**src/rtl/splp_pkg.sv**
```systemverilog
// Package of constants and carrier types for the strap and indicator pin logic
package splp_pkg;

    localparam int          CLK_MHZ          = 250;
    localparam int          READY_DELAY_NS   = 5000;
    localparam int          READY_CYCLES     = (READY_DELAY_NS * CLK_MHZ + 999) / 1000;
    localparam int          GPIO_COUNT       = 3;
    localparam logic [2:0]  GPIO_DIR_RESET   = 3'h0;
    localparam logic [2:0]  GPIO_VAL_RESET   = 3'h0;
    localparam logic        STRAP_DEFAULT    = 1'b0;
    localparam logic [1:0]  ALT_LED          = 2'h0;
    localparam logic [1:0]  ALT_BUS          = 2'h1;
    localparam logic [1:0]  ALT_WAKE         = 2'h2;

    typedef struct packed {
        logic int_active_low;
        logic bus_8bit;
        logic cs_active_high;
        logic int_open_drain;
    } splp_cfg_t;

    typedef struct packed {
        logic led_mode;
        logic speed_pin_alt;
        logic [1:0] link_pin_sel;
    } splp_mem_cfg_t;

    typedef struct packed {
        logic speed_100;
        logic link_up;
        logic carrier_sense;
        logic full_duplex;
    } splp_phy_stat_t;

    typedef struct packed {
        logic o;
        logic oe;
    } splp_pin_drv_t;

endpackage

```
**src/rtl/splp_pin_logic.sv**
```systemverilog
// Top of strap decode, indicator drive, shared pin muxing and pair swap
// Summary of operation
// - General-purpose pins come up as inputs
// - Clock strap high makes interrupt active low
// - Select strap high selects 8-bit bus
// - Wake strap sets chip-select polarity, 8-bit
// - GP6 strap sets interrupt open-drain, 8-bit
// - Unfitted strap reads zero; pull-up reads one
// - Speed pin low at 100M, floats 10M
// - 16-bit mode: speed pin may be IO16
// - Link pin: link+carrier mode1, carrier mode0
// - 16-bit mode: link pin may be wait/wake
// - Ready 5 us after reset release
// - Pair roles swap in crossover mode
// - Signal-detect input qualifies fiber receive
// - Indicator mode comes from loaded memory
module splp_pin_logic #(
    parameter int READY_COUNT = splp_pkg::READY_CYCLES
) (
    input  wire logic                   ref_clk_in,
    input  wire logic                   rst_b_in,
    input  wire logic                   clk_strap_in,
    input  wire logic                   sel_strap_in,
    input  wire logic                   wake_strap_in,
    input  wire logic                   gp6_strap_in,
    input  wire logic                   cfg_mem_loaded_in,
    input  wire splp_pkg::splp_mem_cfg_t mem_cfg_in,
    input  wire splp_pkg::splp_phy_stat_t phy_stat_in,
    input  wire logic                   int_req_in,
    input  wire logic                   io16_ack_in,
    input  wire logic                   io_wait_in,
    input  wire logic                   wake_event_in,
    input  wire logic                   gpio_wr_dir_in,
    input  wire logic                   gpio_wr_val_in,
    input  wire logic [2:0]             gpio_wdata_in,
    input  wire logic [2:0]             gpio_pin_in,
    input  wire logic                   crossover_in,
    input  wire logic                   fiber_signal_detect_in,
    input  wire logic                   test_mode_in,
    output splp_pkg::splp_cfg_t         cfg_out,
    output logic                        ready_out,
    output logic                        int_o_out,
    output logic                        int_oe_out,
    output logic                        cs_active_high_out,
    output logic                        speed_indicator_o_out,
    output logic                        speed_indicator_oe_out,
    output logic                        link_activity_indicator_o_out,
    output logic                        link_activity_indicator_oe_out,
    output logic [2:0]                  gpio_o_out,
    output logic [2:0]                  gpio_oe_out,
    output logic [2:0]                  gpio_value_out,
    output logic                        rx_pair_is_tx_out,
    output logic                        tx_pair_is_rx_out,
    output logic                        fiber_rx_valid_out,
    output logic                        test_mode_seen_out
);
    import splp_pkg::*;

    splp_cfg_t      cfg;
    logic           latched;
    logic           ready;

    logic [2:0]     gpio_direction_reg;
    logic [2:0]     gpio_direction_next;
    logic [2:0]     gpio_value_reg;
    logic [2:0]     gpio_value_next;
    logic           led_mode_reg;
    logic           led_mode_next;
    logic           speed_alt_reg;
    logic           speed_alt_next;
    logic [1:0]     link_sel_reg;
    logic [1:0]     link_sel_next;
    splp_pin_drv_t  int_drv_reg;
    splp_pin_drv_t  int_drv_next;
    splp_pin_drv_t  speed_drv_reg;
    splp_pin_drv_t  speed_drv_next;
    splp_pin_drv_t  link_drv_reg;
    splp_pin_drv_t  link_drv_next;
    logic           rx_tx_reg;
    logic           rx_tx_next;
    logic           fiber_reg;
    logic           fiber_next;
    logic           test_reg;
    logic           test_next;

    // Active-low open-drain style drive: low when asserted, float otherwise
    function automatic splp_pin_drv_t pull_low(input logic active);
        pull_low.o  = 1'b0;
        pull_low.oe = active;
    endfunction

    // ****************************************
    // Strap latch and readiness timer
    // ****************************************
    splp_strap_latch u_strap (
        .ref_clk_in    (ref_clk_in),
        .rst_b_in      (rst_b_in),
        .clk_strap_in  (clk_strap_in),
        .sel_strap_in  (sel_strap_in),
        .wake_strap_in (wake_strap_in),
        .gp6_strap_in  (gp6_strap_in),
        .cfg_out       (cfg),
        .latched_out   (latched)
    );

    splp_ready_timer #(
        .READY_COUNT (READY_COUNT)
    ) u_ready (
        .ref_clk_in (ref_clk_in),
        .rst_b_in   (rst_b_in),
        .ready_out  (ready)
    );

    // ****************************************
    // General-purpose pins and memory settings
    // ****************************************
    always_comb begin
        gpio_direction_next = gpio_direction_reg;
        gpio_value_next     = gpio_value_reg;
        led_mode_next       = led_mode_reg;
        speed_alt_next      = speed_alt_reg;
        link_sel_next       = link_sel_reg;
        if (ready && gpio_wr_dir_in) begin
            gpio_direction_next = gpio_wdata_in;
        end
        if (ready && gpio_wr_val_in) begin
            gpio_value_next = gpio_wdata_in;
        end
        if (cfg_mem_loaded_in) begin
            led_mode_next  = mem_cfg_in.led_mode;
            speed_alt_next = mem_cfg_in.speed_pin_alt;
            link_sel_next  = mem_cfg_in.link_pin_sel;
        end
    end

    always_ff @(posedge ref_clk_in or negedge rst_b_in) begin
        if (!rst_b_in) begin
            gpio_direction_reg <= GPIO_DIR_RESET;
            gpio_value_reg     <= GPIO_VAL_RESET;
            led_mode_reg       <= 1'b0;
            speed_alt_reg      <= 1'b0;
            link_sel_reg       <= ALT_LED;
        end else begin
            gpio_direction_reg <= gpio_direction_next;
            gpio_value_reg     <= gpio_value_next;
            led_mode_reg       <= led_mode_next;
            speed_alt_reg      <= speed_alt_next;
            link_sel_reg       <= link_sel_next;
        end
    end

    // ****************************************
    // Pin drive computation
    // ****************************************
    always_comb begin
        int_drv_next   = '{1'b0, 1'b0};
        speed_drv_next = pull_low(phy_stat_in.speed_100);
        link_drv_next  = '{1'b0, 1'b0};
        if (cfg.int_open_drain) begin
            int_drv_next.o  = 1'b0;
            int_drv_next.oe = int_req_in;
        end else begin
            int_drv_next.o  = int_req_in ^ cfg.int_active_low;
            int_drv_next.oe = 1'b1;
        end
        if (led_mode_reg) begin
            link_drv_next = pull_low(phy_stat_in.link_up | phy_stat_in.carrier_sense);
        end else begin
            link_drv_next = pull_low(phy_stat_in.carrier_sense);
        end
        if (!cfg.bus_8bit) begin
            if (speed_alt_reg) begin
                speed_drv_next = pull_low(io16_ack_in);
            end
            if (link_sel_reg == ALT_BUS) begin
                link_drv_next = pull_low(io_wait_in);
            end else if (link_sel_reg == ALT_WAKE) begin
                link_drv_next = '{wake_event_in, 1'b1};
            end
        end
        if (!latched) begin
            int_drv_next   = '{1'b0, 1'b0};
            speed_drv_next = '{1'b0, 1'b0};
            link_drv_next  = '{1'b0, 1'b0};
        end
        rx_tx_next = crossover_in;
        fiber_next = fiber_signal_detect_in;
        test_next  = test_mode_in;
    end

    always_ff @(posedge ref_clk_in or negedge rst_b_in) begin
        if (!rst_b_in) begin
            int_drv_reg   <= '{1'b0, 1'b0};
            speed_drv_reg <= '{1'b0, 1'b0};
            link_drv_reg  <= '{1'b0, 1'b0};
            rx_tx_reg     <= 1'b0;
            fiber_reg     <= 1'b0;
            test_reg      <= 1'b0;
        end else begin
            int_drv_reg   <= int_drv_next;
            speed_drv_reg <= speed_drv_next;
            link_drv_reg  <= link_drv_next;
            rx_tx_reg     <= rx_tx_next;
            fiber_reg     <= fiber_next;
            test_reg      <= test_next;
        end
    end

    // ****************************************
    // Outputs
    // ****************************************
    assign cfg_out                        = cfg;
    assign ready_out                      = ready;
    assign cs_active_high_out             = cfg.cs_active_high;
    assign int_o_out                      = int_drv_reg.o;
    assign int_oe_out                     = int_drv_reg.oe;
    assign speed_indicator_o_out          = speed_drv_reg.o;
    assign speed_indicator_oe_out         = speed_drv_reg.oe;
    assign link_activity_indicator_o_out  = link_drv_reg.o;
    assign link_activity_indicator_oe_out = link_drv_reg.oe;
    assign gpio_o_out                     = gpio_value_reg;
    assign gpio_oe_out                    = gpio_direction_reg;
    assign gpio_value_out                 = (gpio_direction_reg & gpio_value_reg) | (~gpio_direction_reg & gpio_pin_in);
    assign rx_pair_is_tx_out              = rx_tx_reg;
    assign tx_pair_is_rx_out              = rx_tx_reg;
    assign fiber_rx_valid_out             = fiber_reg;
    assign test_mode_seen_out             = test_reg;
endmodule

```
**src/rtl/splp_strap_latch.sv**
```systemverilog
// Strap capture and latch on the first clock edge after power-on reset release
module splp_strap_latch (
    input  wire logic              ref_clk_in,
    input  wire logic              rst_b_in,
    input  wire logic              clk_strap_in,
    input  wire logic              sel_strap_in,
    input  wire logic              wake_strap_in,
    input  wire logic              gp6_strap_in,
    output splp_pkg::splp_cfg_t    cfg_out,
    output logic                   latched_out
);
    import splp_pkg::*;

    splp_cfg_t cfg_reg;
    splp_cfg_t cfg_next;
    logic      latched_reg;
    logic      latched_next;

    // ****************************************
    // Capture once after reset release
    // ****************************************
    always_comb begin
        cfg_next     = cfg_reg;
        latched_next = 1'b1;
        if (!latched_reg) begin
            cfg_next.int_active_low = clk_strap_in;
            cfg_next.bus_8bit       = sel_strap_in;
            cfg_next.cs_active_high = sel_strap_in & wake_strap_in;
            cfg_next.int_open_drain = sel_strap_in & gp6_strap_in;
        end
    end

    always_ff @(posedge ref_clk_in or negedge rst_b_in) begin
        if (!rst_b_in) begin
            cfg_reg     <= '{STRAP_DEFAULT, STRAP_DEFAULT, STRAP_DEFAULT, STRAP_DEFAULT};
            latched_reg <= 1'b0;
        end else begin
            cfg_reg     <= cfg_next;
            latched_reg <= latched_next;
        end
    end

    assign cfg_out     = cfg_reg;
    assign latched_out = latched_reg;
endmodule

```
**src/rtl/splp_ready_timer.sv**
```systemverilog
// Readiness delay counter after power-on reset release
module splp_ready_timer #(
    parameter int READY_COUNT = splp_pkg::READY_CYCLES
) (
    input  wire logic ref_clk_in,
    input  wire logic rst_b_in,
    output logic      ready_out
);
    import splp_pkg::*;

    localparam int CW = $clog2(READY_COUNT + 1);

    logic [CW-1:0] count_reg;
    logic [CW-1:0] count_next;
    logic          ready_reg;
    logic          ready_next;

    always_comb begin
        count_next = count_reg;
        ready_next = ready_reg;
        if (!ready_reg) begin
            count_next = count_reg + CW'(1);
            ready_next = (count_reg == CW'(READY_COUNT - 1));
        end
    end

    always_ff @(posedge ref_clk_in or negedge rst_b_in) begin
        if (!rst_b_in) begin
            count_reg <= '0;
            ready_reg <= 1'b0;
        end else begin
            count_reg <= count_next;
            ready_reg <= ready_next;
        end
    end

    assign ready_out = ready_reg;
endmodule

```
**config.mk**
```make
export PLATFORM = sky130hd
export DESIGN_NAME = splp_pin_logic
export DESIGN_NICKNAME = d
export VERILOG_FILES = /design/src/rtl/splp_pkg.sv /design/src/rtl/splp_pin_logic.sv /design/src/rtl/splp_strap_latch.sv /design/src/rtl/splp_ready_timer.sv
export SDC_FILE = /design/constraint.sdc
export NUM_CORES = 1
export LEC_CHECK = 0
export BUFFER_PORTS_ARGS = -buffer_cell sky130_fd_sc_hd__buf_2
export CORE_ASPECT_RATIO = 1.25
export CORE_MARGIN = 2
export CORE_UTILIZATION = 52
export DETAILED_ROUTE_END_ITERATION = 10
export MAX_ROUTING_LAYER = met4
export PLACE_DENSITY = 0.83
export SKIP_LAST_GASP = 1
export SYNTH_ARGS = -nofsm -noshare
export SYNTH_HDL_FRONTEND = slang
export SYNTH_SLANG_ARGS = --single-unit
```
**constraint.sdc**
```tcl
create_clock -name ref_clk_in -period 1.8 [get_ports ref_clk_in]
set_clock_uncertainty 0.05 [all_clocks]
set_input_delay 0.27 -clock ref_clk_in [delete_from_list [all_inputs] [get_ports ref_clk_in]]
set_output_delay 0.27 -clock ref_clk_in [all_outputs]
set_load 0.02 [all_outputs]
```
Word-level counts from Yosys, hierarchy flattened
Index checks and enable logic that the tools add are counted.
{"block": "totals", "ff_bits": 36, "inputBits": 30, "out_inout_bits": 25, "wordCells": 46}
{"block": "classes", "add_sub_neg": 1, "eq_ne": 3, "muxes": 11, "bitwise": 8, "reduce_logical": 2}
{"operator": "two-way mux 2 bit", "count": 7}
{"operator": "adder 11 x 1 -> 11 bit (second input constant)", "count": 1}
{"operator": "== test 11 bit (second input constant)", "count": 1}
{"operator": "bitwise AND 3 bit", "count": 2}
{"operator": "two-way mux 1 bit", "count": 4}
{"operator": "NOT 3 bit", "count": 1}
{"operator": "bitwise OR 3 bit", "count": 1}
{"operator": "bitwise AND 1 bit", "count": 2}
{"operator": "== test 2 x 1 -> 1 bit (second input constant)", "count": 1}
{"operator": "== test 2 bit (second input constant)", "count": 1}
{"operator": "logical AND 1 bit", "count": 2}
{"operator": "bitwise OR 1 bit", "count": 1}
{"operator": "bitwise XOR 1 bit", "count": 1}

Depth between registers and ports, before layout
{"block": "depth", "ltp_word": 6, "mapped_depth": 4, "depth_no_buf": 4}

By module
From an unflattened synthesis, not the netlist that was laid out.
{"block": "hier_totals", "cells_unflattened": 114, "hier_area_um2": 1492.7}
{"mod": "splp_pin_logic", "instances": 1, "cells_each": 53, "area_per_inst_um2": 737.0, "seq_area_each_um2": 450.4}
{"mod": "splp_ready_timer", "instances": 1, "cells_each": 47, "area_per_inst_um2": 579.3, "seq_area_each_um2": 300.3}
{"mod": "splp_strap_latch", "instances": 1, "cells_each": 14, "area_per_inst_um2": 176.4, "seq_area_each_um2": 125.1}

Worst setup path before layout
OpenSTA, ideal clock, no wires.
{"block": "synth_timing", "path_type": "flip-flop to flip-flop", "from": "reg u_ready.ready_reg, in the netlist u_ready.ready_out", "to": "reg u_ready.count_reg[9]", "setup_time_ns": 0.123, "t_arrival_ns": 1.138, "t_required_ns": 1.627, "slack_ns": 0.489, "path_stages_with_launch": 5, "n_path_buf": 1, "period_less_slack_ns": 1.311, "cell_sequence": "dfrtp_1 buf_6 and4b_1 nand4_1 xnor2_1"}
{"element": "start, declared", "line_no": "splp_ready_timer.sv:15", "rtl": "logic ready_reg;"}
{"element": "start signal, assigned", "line_no": "splp_ready_timer.sv:33", "rtl": "ready_reg <= ready_next;"}
{"element": "end signal, assigned", "line_no": "splp_ready_timer.sv:32", "rtl": "count_reg <= count_next;"}
{"element": "end, declared", "line_no": "splp_ready_timer.sv:13", "rtl": "logic [CW-1:0] count_reg;"}

Worst setup path in the final report
{"block": "layout_timing", "from": "reg gpio_direction_reg[1], in the netlist gpio_oe_out[1]", "to": "out gpio_value_out[1]"}
{"block": "layout_via", "elab_chain_cells": 3, "elab_cells_between_ends": 4, "cone_classes": "bitwise: 4"}
{"element": "start, declared", "line_no": "splp_pin_logic.sv:63", "rtl": "logic [2:0] gpio_direction_reg;"}
{"element": "start signal, assigned", "line_no": "splp_pin_logic.sv:144", "rtl": "gpio_direction_reg <= gpio_direction_next;"}
{"element": "NOT 3 bit", "line_no": "splp_pin_logic.sv:223", "rtl": "assign gpio_value_out = (gpio_direction_reg & gpio_value_reg) | (~gpio_direction_reg & gpio_pin_in);"}
{"element": "bitwise AND 3 bit", "line_no": "splp_pin_logic.sv:223"}
{"element": "bitwise OR 3 bit *", "line_no": "splp_pin_logic.sv:223"}
{"element": "end, declared", "line_no": "splp_pin_logic.sv:51", "rtl": "output logic [2:0] gpio_value_out,"}
Mark *: on every way between the ends. The rest lies on a longest branch, timed or not.

==> results.md <==
- Status: finished clean
- Fin area: 1840 um2
- Total of fill cells in the finished design: 215
- Initial Util: 0.547
- Worst-path maximum fanout: 3
- Remaining global-route overflow: 0
- H-tree levels: 2
- Post-route DRC: 0
- Vias: between 1000 and 1500
- Initial antenna violation count: 0
- Yosys reg bits: 35
- Commonest non-fill, non-tap cell in the layout: buf_2
- Post-CTS setup buffer count: 0
- Clock Latency Late Sink: 0.34 ns
- Largest net degree at the start of global routing: 36
- Mapped Avg Cell Area: 12.9 um2
- Clk sinks: 35
- Worst setup EP type: output port
- RSZ-0062 raised after global routing: false
- Hold/Removal Path Class: input pin to flip-flop
- First-pass GRT wire length: ~4.8 mm
- Actual slew at the worst max-slew pin: 0.755 ns
- Input/output buffers: 52
- Max reg flops: 11
- Clock slew at reported path FFs: 0.11 ns
- Area grow syn2layout: 24.2%
- Die Y: about 64 um
- Rows: 21
- NumNets Final: 205
- Worst R2R Path Depth: 3
- # diodes: 0
- Synth Instances: 115
- CTS Buf Count: 5
- Final worst path period share: 0.846
- Slew Limit Headroom: 0.497
- Leakage: 0.928 nW
- Initial DRC Count: 16
- Layout cells sized above 1: 0.368
- CP Data Arrival Time: between 1 and 1.5 ns
- Crit path time final: 1.52 ns
- Slew Limit Fails: 0
- Max Clock Freq: 657 MHz
- Final HPWL DP: around 2.1 mm
- Hold path depth: 3
- Die Wd: slightly above 50 um
- Syn_nets: 147
- CP Launch Type: flip-flop
- Routed Antenna Nets: 0
- Die area: 3290 um2
- Post-DP Area: roughly 1700 um2
- Clock Path Buffers: 2
- Yosys warning count: 0
- Mapped cell area: 1480 um2
- Pre-antenna DRT Iters: 3
- Final Hold Vio Count: 0
- Vias in the first global route: 1126
- Post-Route Setup TNS: 0 ns
- Final WL: approximately 2.8 mm
- Seq/Total Area, Yosys: 0.592
- CTS tree: built
- Final number of setup-violating endpoints: 0
- Slowest CP cell: dfrtp_1
- MaxCap Viol Count: 0
- Core area: between 2000 and 3000 um2
- Crit path largest cell delay: between 0.3 and 0.4 ns
- PwrDens: ~760 nW/um2
- Final GP Congestion: 0.841
- Most frequent cells in the layout: buf_2, dfrtp_1, mux2_1, xnor2_1, nand2_1
- Via density: between 5 and 6
- Req. time, crit path: 1.48 ns
- Root Driver: clkbuf_4
- Critical path class: flip-flop to output port
- GRT Total Usage: 0.203
- DR WL/cell: 13.4 um
- Critical-path cell list: mux2_2 -> buf_2
- Netlist cell types: 31
- Peak supply drop: ~0.52 mV
- # IOs: 55
## metrics by stage
step	hold WS [ns]	power, W	setup slack [ns]	std cells	utilization
2_1_floorplan	-0.0756	0.000929	0.489	115	-
3_3_place_gp	0.322	0.000998	0.520	196	0.644
3_5_place_dp	0.328	0.00101	0.468	196	0.644
4_1_cts	0.0802	0.00141	0.267	208	0.679
5_1_grt	0.0835	0.00147	0.218	208	0.679
6_report	0.0874	0.00140	0.278	208	0.679
## per-layer routing
layer | routed length [um] | track usage
met1 | 1080 | 0.212
met2 | 1490 | 0.354
met3 | 158 | 0.0427
met4 | 49 | 0.0987
met5 | 0 | -
## worst paths after layout
check	start	end	slack, ns
worst max-delay path	gpio_oe_out[1]	gpio_value_out[1]	0.28
worst min-delay path	mem_cfg_in[0]	link_sel_reg[0]	0.09
worst max register to register	u_ready.ready_out	u_ready.count_reg[9]	0.46
worst min register to register	u_ready.count_reg[10]	u_ready.count_reg[10]	0.44
max in group asynchronous	rst_b_in	gpio_oe_out[2]	0.72
min in group asynchronous	rst_b_in	led_mode_reg	0.49
## timing repair
item | in CTS | in global routing
hold buffers | 4 | 0
endpoints found under the hold margin | 38 | 0
setup endpoints to repair | 0 | 0
resized for setup | 0 | 0
## synth_stat cells
cell type / number / area share
ha_1: 2 / 0.017
buf_2: 1 / 0.0034
nand3_1: 5 / 0.017
nor4b_1: 1 / 0.0059
xor2_1: 2 / 0.012
nand4_1: 2 / 0.0085
nand2_1: 9 / 0.023
mux2i_1: 2 / 0.014
o211a_1: 1 / 0.0068
a41o_1: 1 / 0.0068
nor2_1: 3 / 0.0076
and4_1: 1 / 0.0059
and3_1: 1 / 0.0042
nor3b_1: 2 / 0.010
a21boi_1: 1 / 0.0051
inv_1: 3 / 0.0076
buf_6: 1 / 0.0076
mux2_2: 4 / 0.030
and4b_1: 1 / 0.0068
mux2_1: 10 / 0.076
nand2b_1: 1 / 0.0042
buf_4: 3 / 0.015
conb_1: 2 / 0.0051
o21ai_0: 2 / 0.0068
nand4b_4: 1 / 0.016
a21oi_1: 2 / 0.0068
xnor2_1: 9 / 0.053
o21ai_1: 2 / 0.0068
nor3_1: 2 / 0.0068
nor2b_1: 3 / 0.013
dfrtp_1: 35 / 0.59
## layout make-up
cell class                 count  area (um2)  area share
sequential                    35         876       0.477
clock buffer                   6        41.3      0.0225
timing repair buffer          56         300       0.163
tap                           34        42.5      0.0231
inverter                       3        11.3     0.00613
multi-input combinational     72         554       0.302
clock inverter                 2        12.5     0.00681
## power breakdown
| group | total (W) | leakage [nW] | internal [W] | switching, W |
|---|---|---|---|---|
| Combinational | 0.000160 | 0.455 | 0.0000700 | 0.0000896 |
| Sequential | 0.000836 | 0.445 | 0.000815 | 0.0000211 |
| Clock | 0.000409 | 0.0282 | 0.000151 | 0.000258 |
| Total | 0.00140 | 0.928 | 0.00104 | 0.000369 |
## worst max-delay path: cells and delay by family, from the launching register on
| family | cells | cell delay [ns] |
|---|---|---|
| buf+inv | 1 | 0.15 |
| flops | 1 | 0.39 |
| mux | 1 | 0.33 |
## kinds of logic (layout without fill, tap and decap cells)
| family | Yosys count | count (layout) | synth area share |
|---|---|---|---|
| AOI/OAI and AO/OA | 9 | 9 | 0.0389 |
| muxes | 16 | 16 | 0.120 |
| other | 2 | 2 | 0.00507 |
| DFF | 35 | 35 | 0.592 |
| adders and majority gates | 2 | 2 | 0.0169 |
| buffers and inverters | 8 | 67 | 0.0338 |
| and+or+nand+nor | 32 | 32 | 0.128 |
| xor gates and xnor gates | 11 | 11 | 0.0651 |
(Power assumes the default switching activity.)
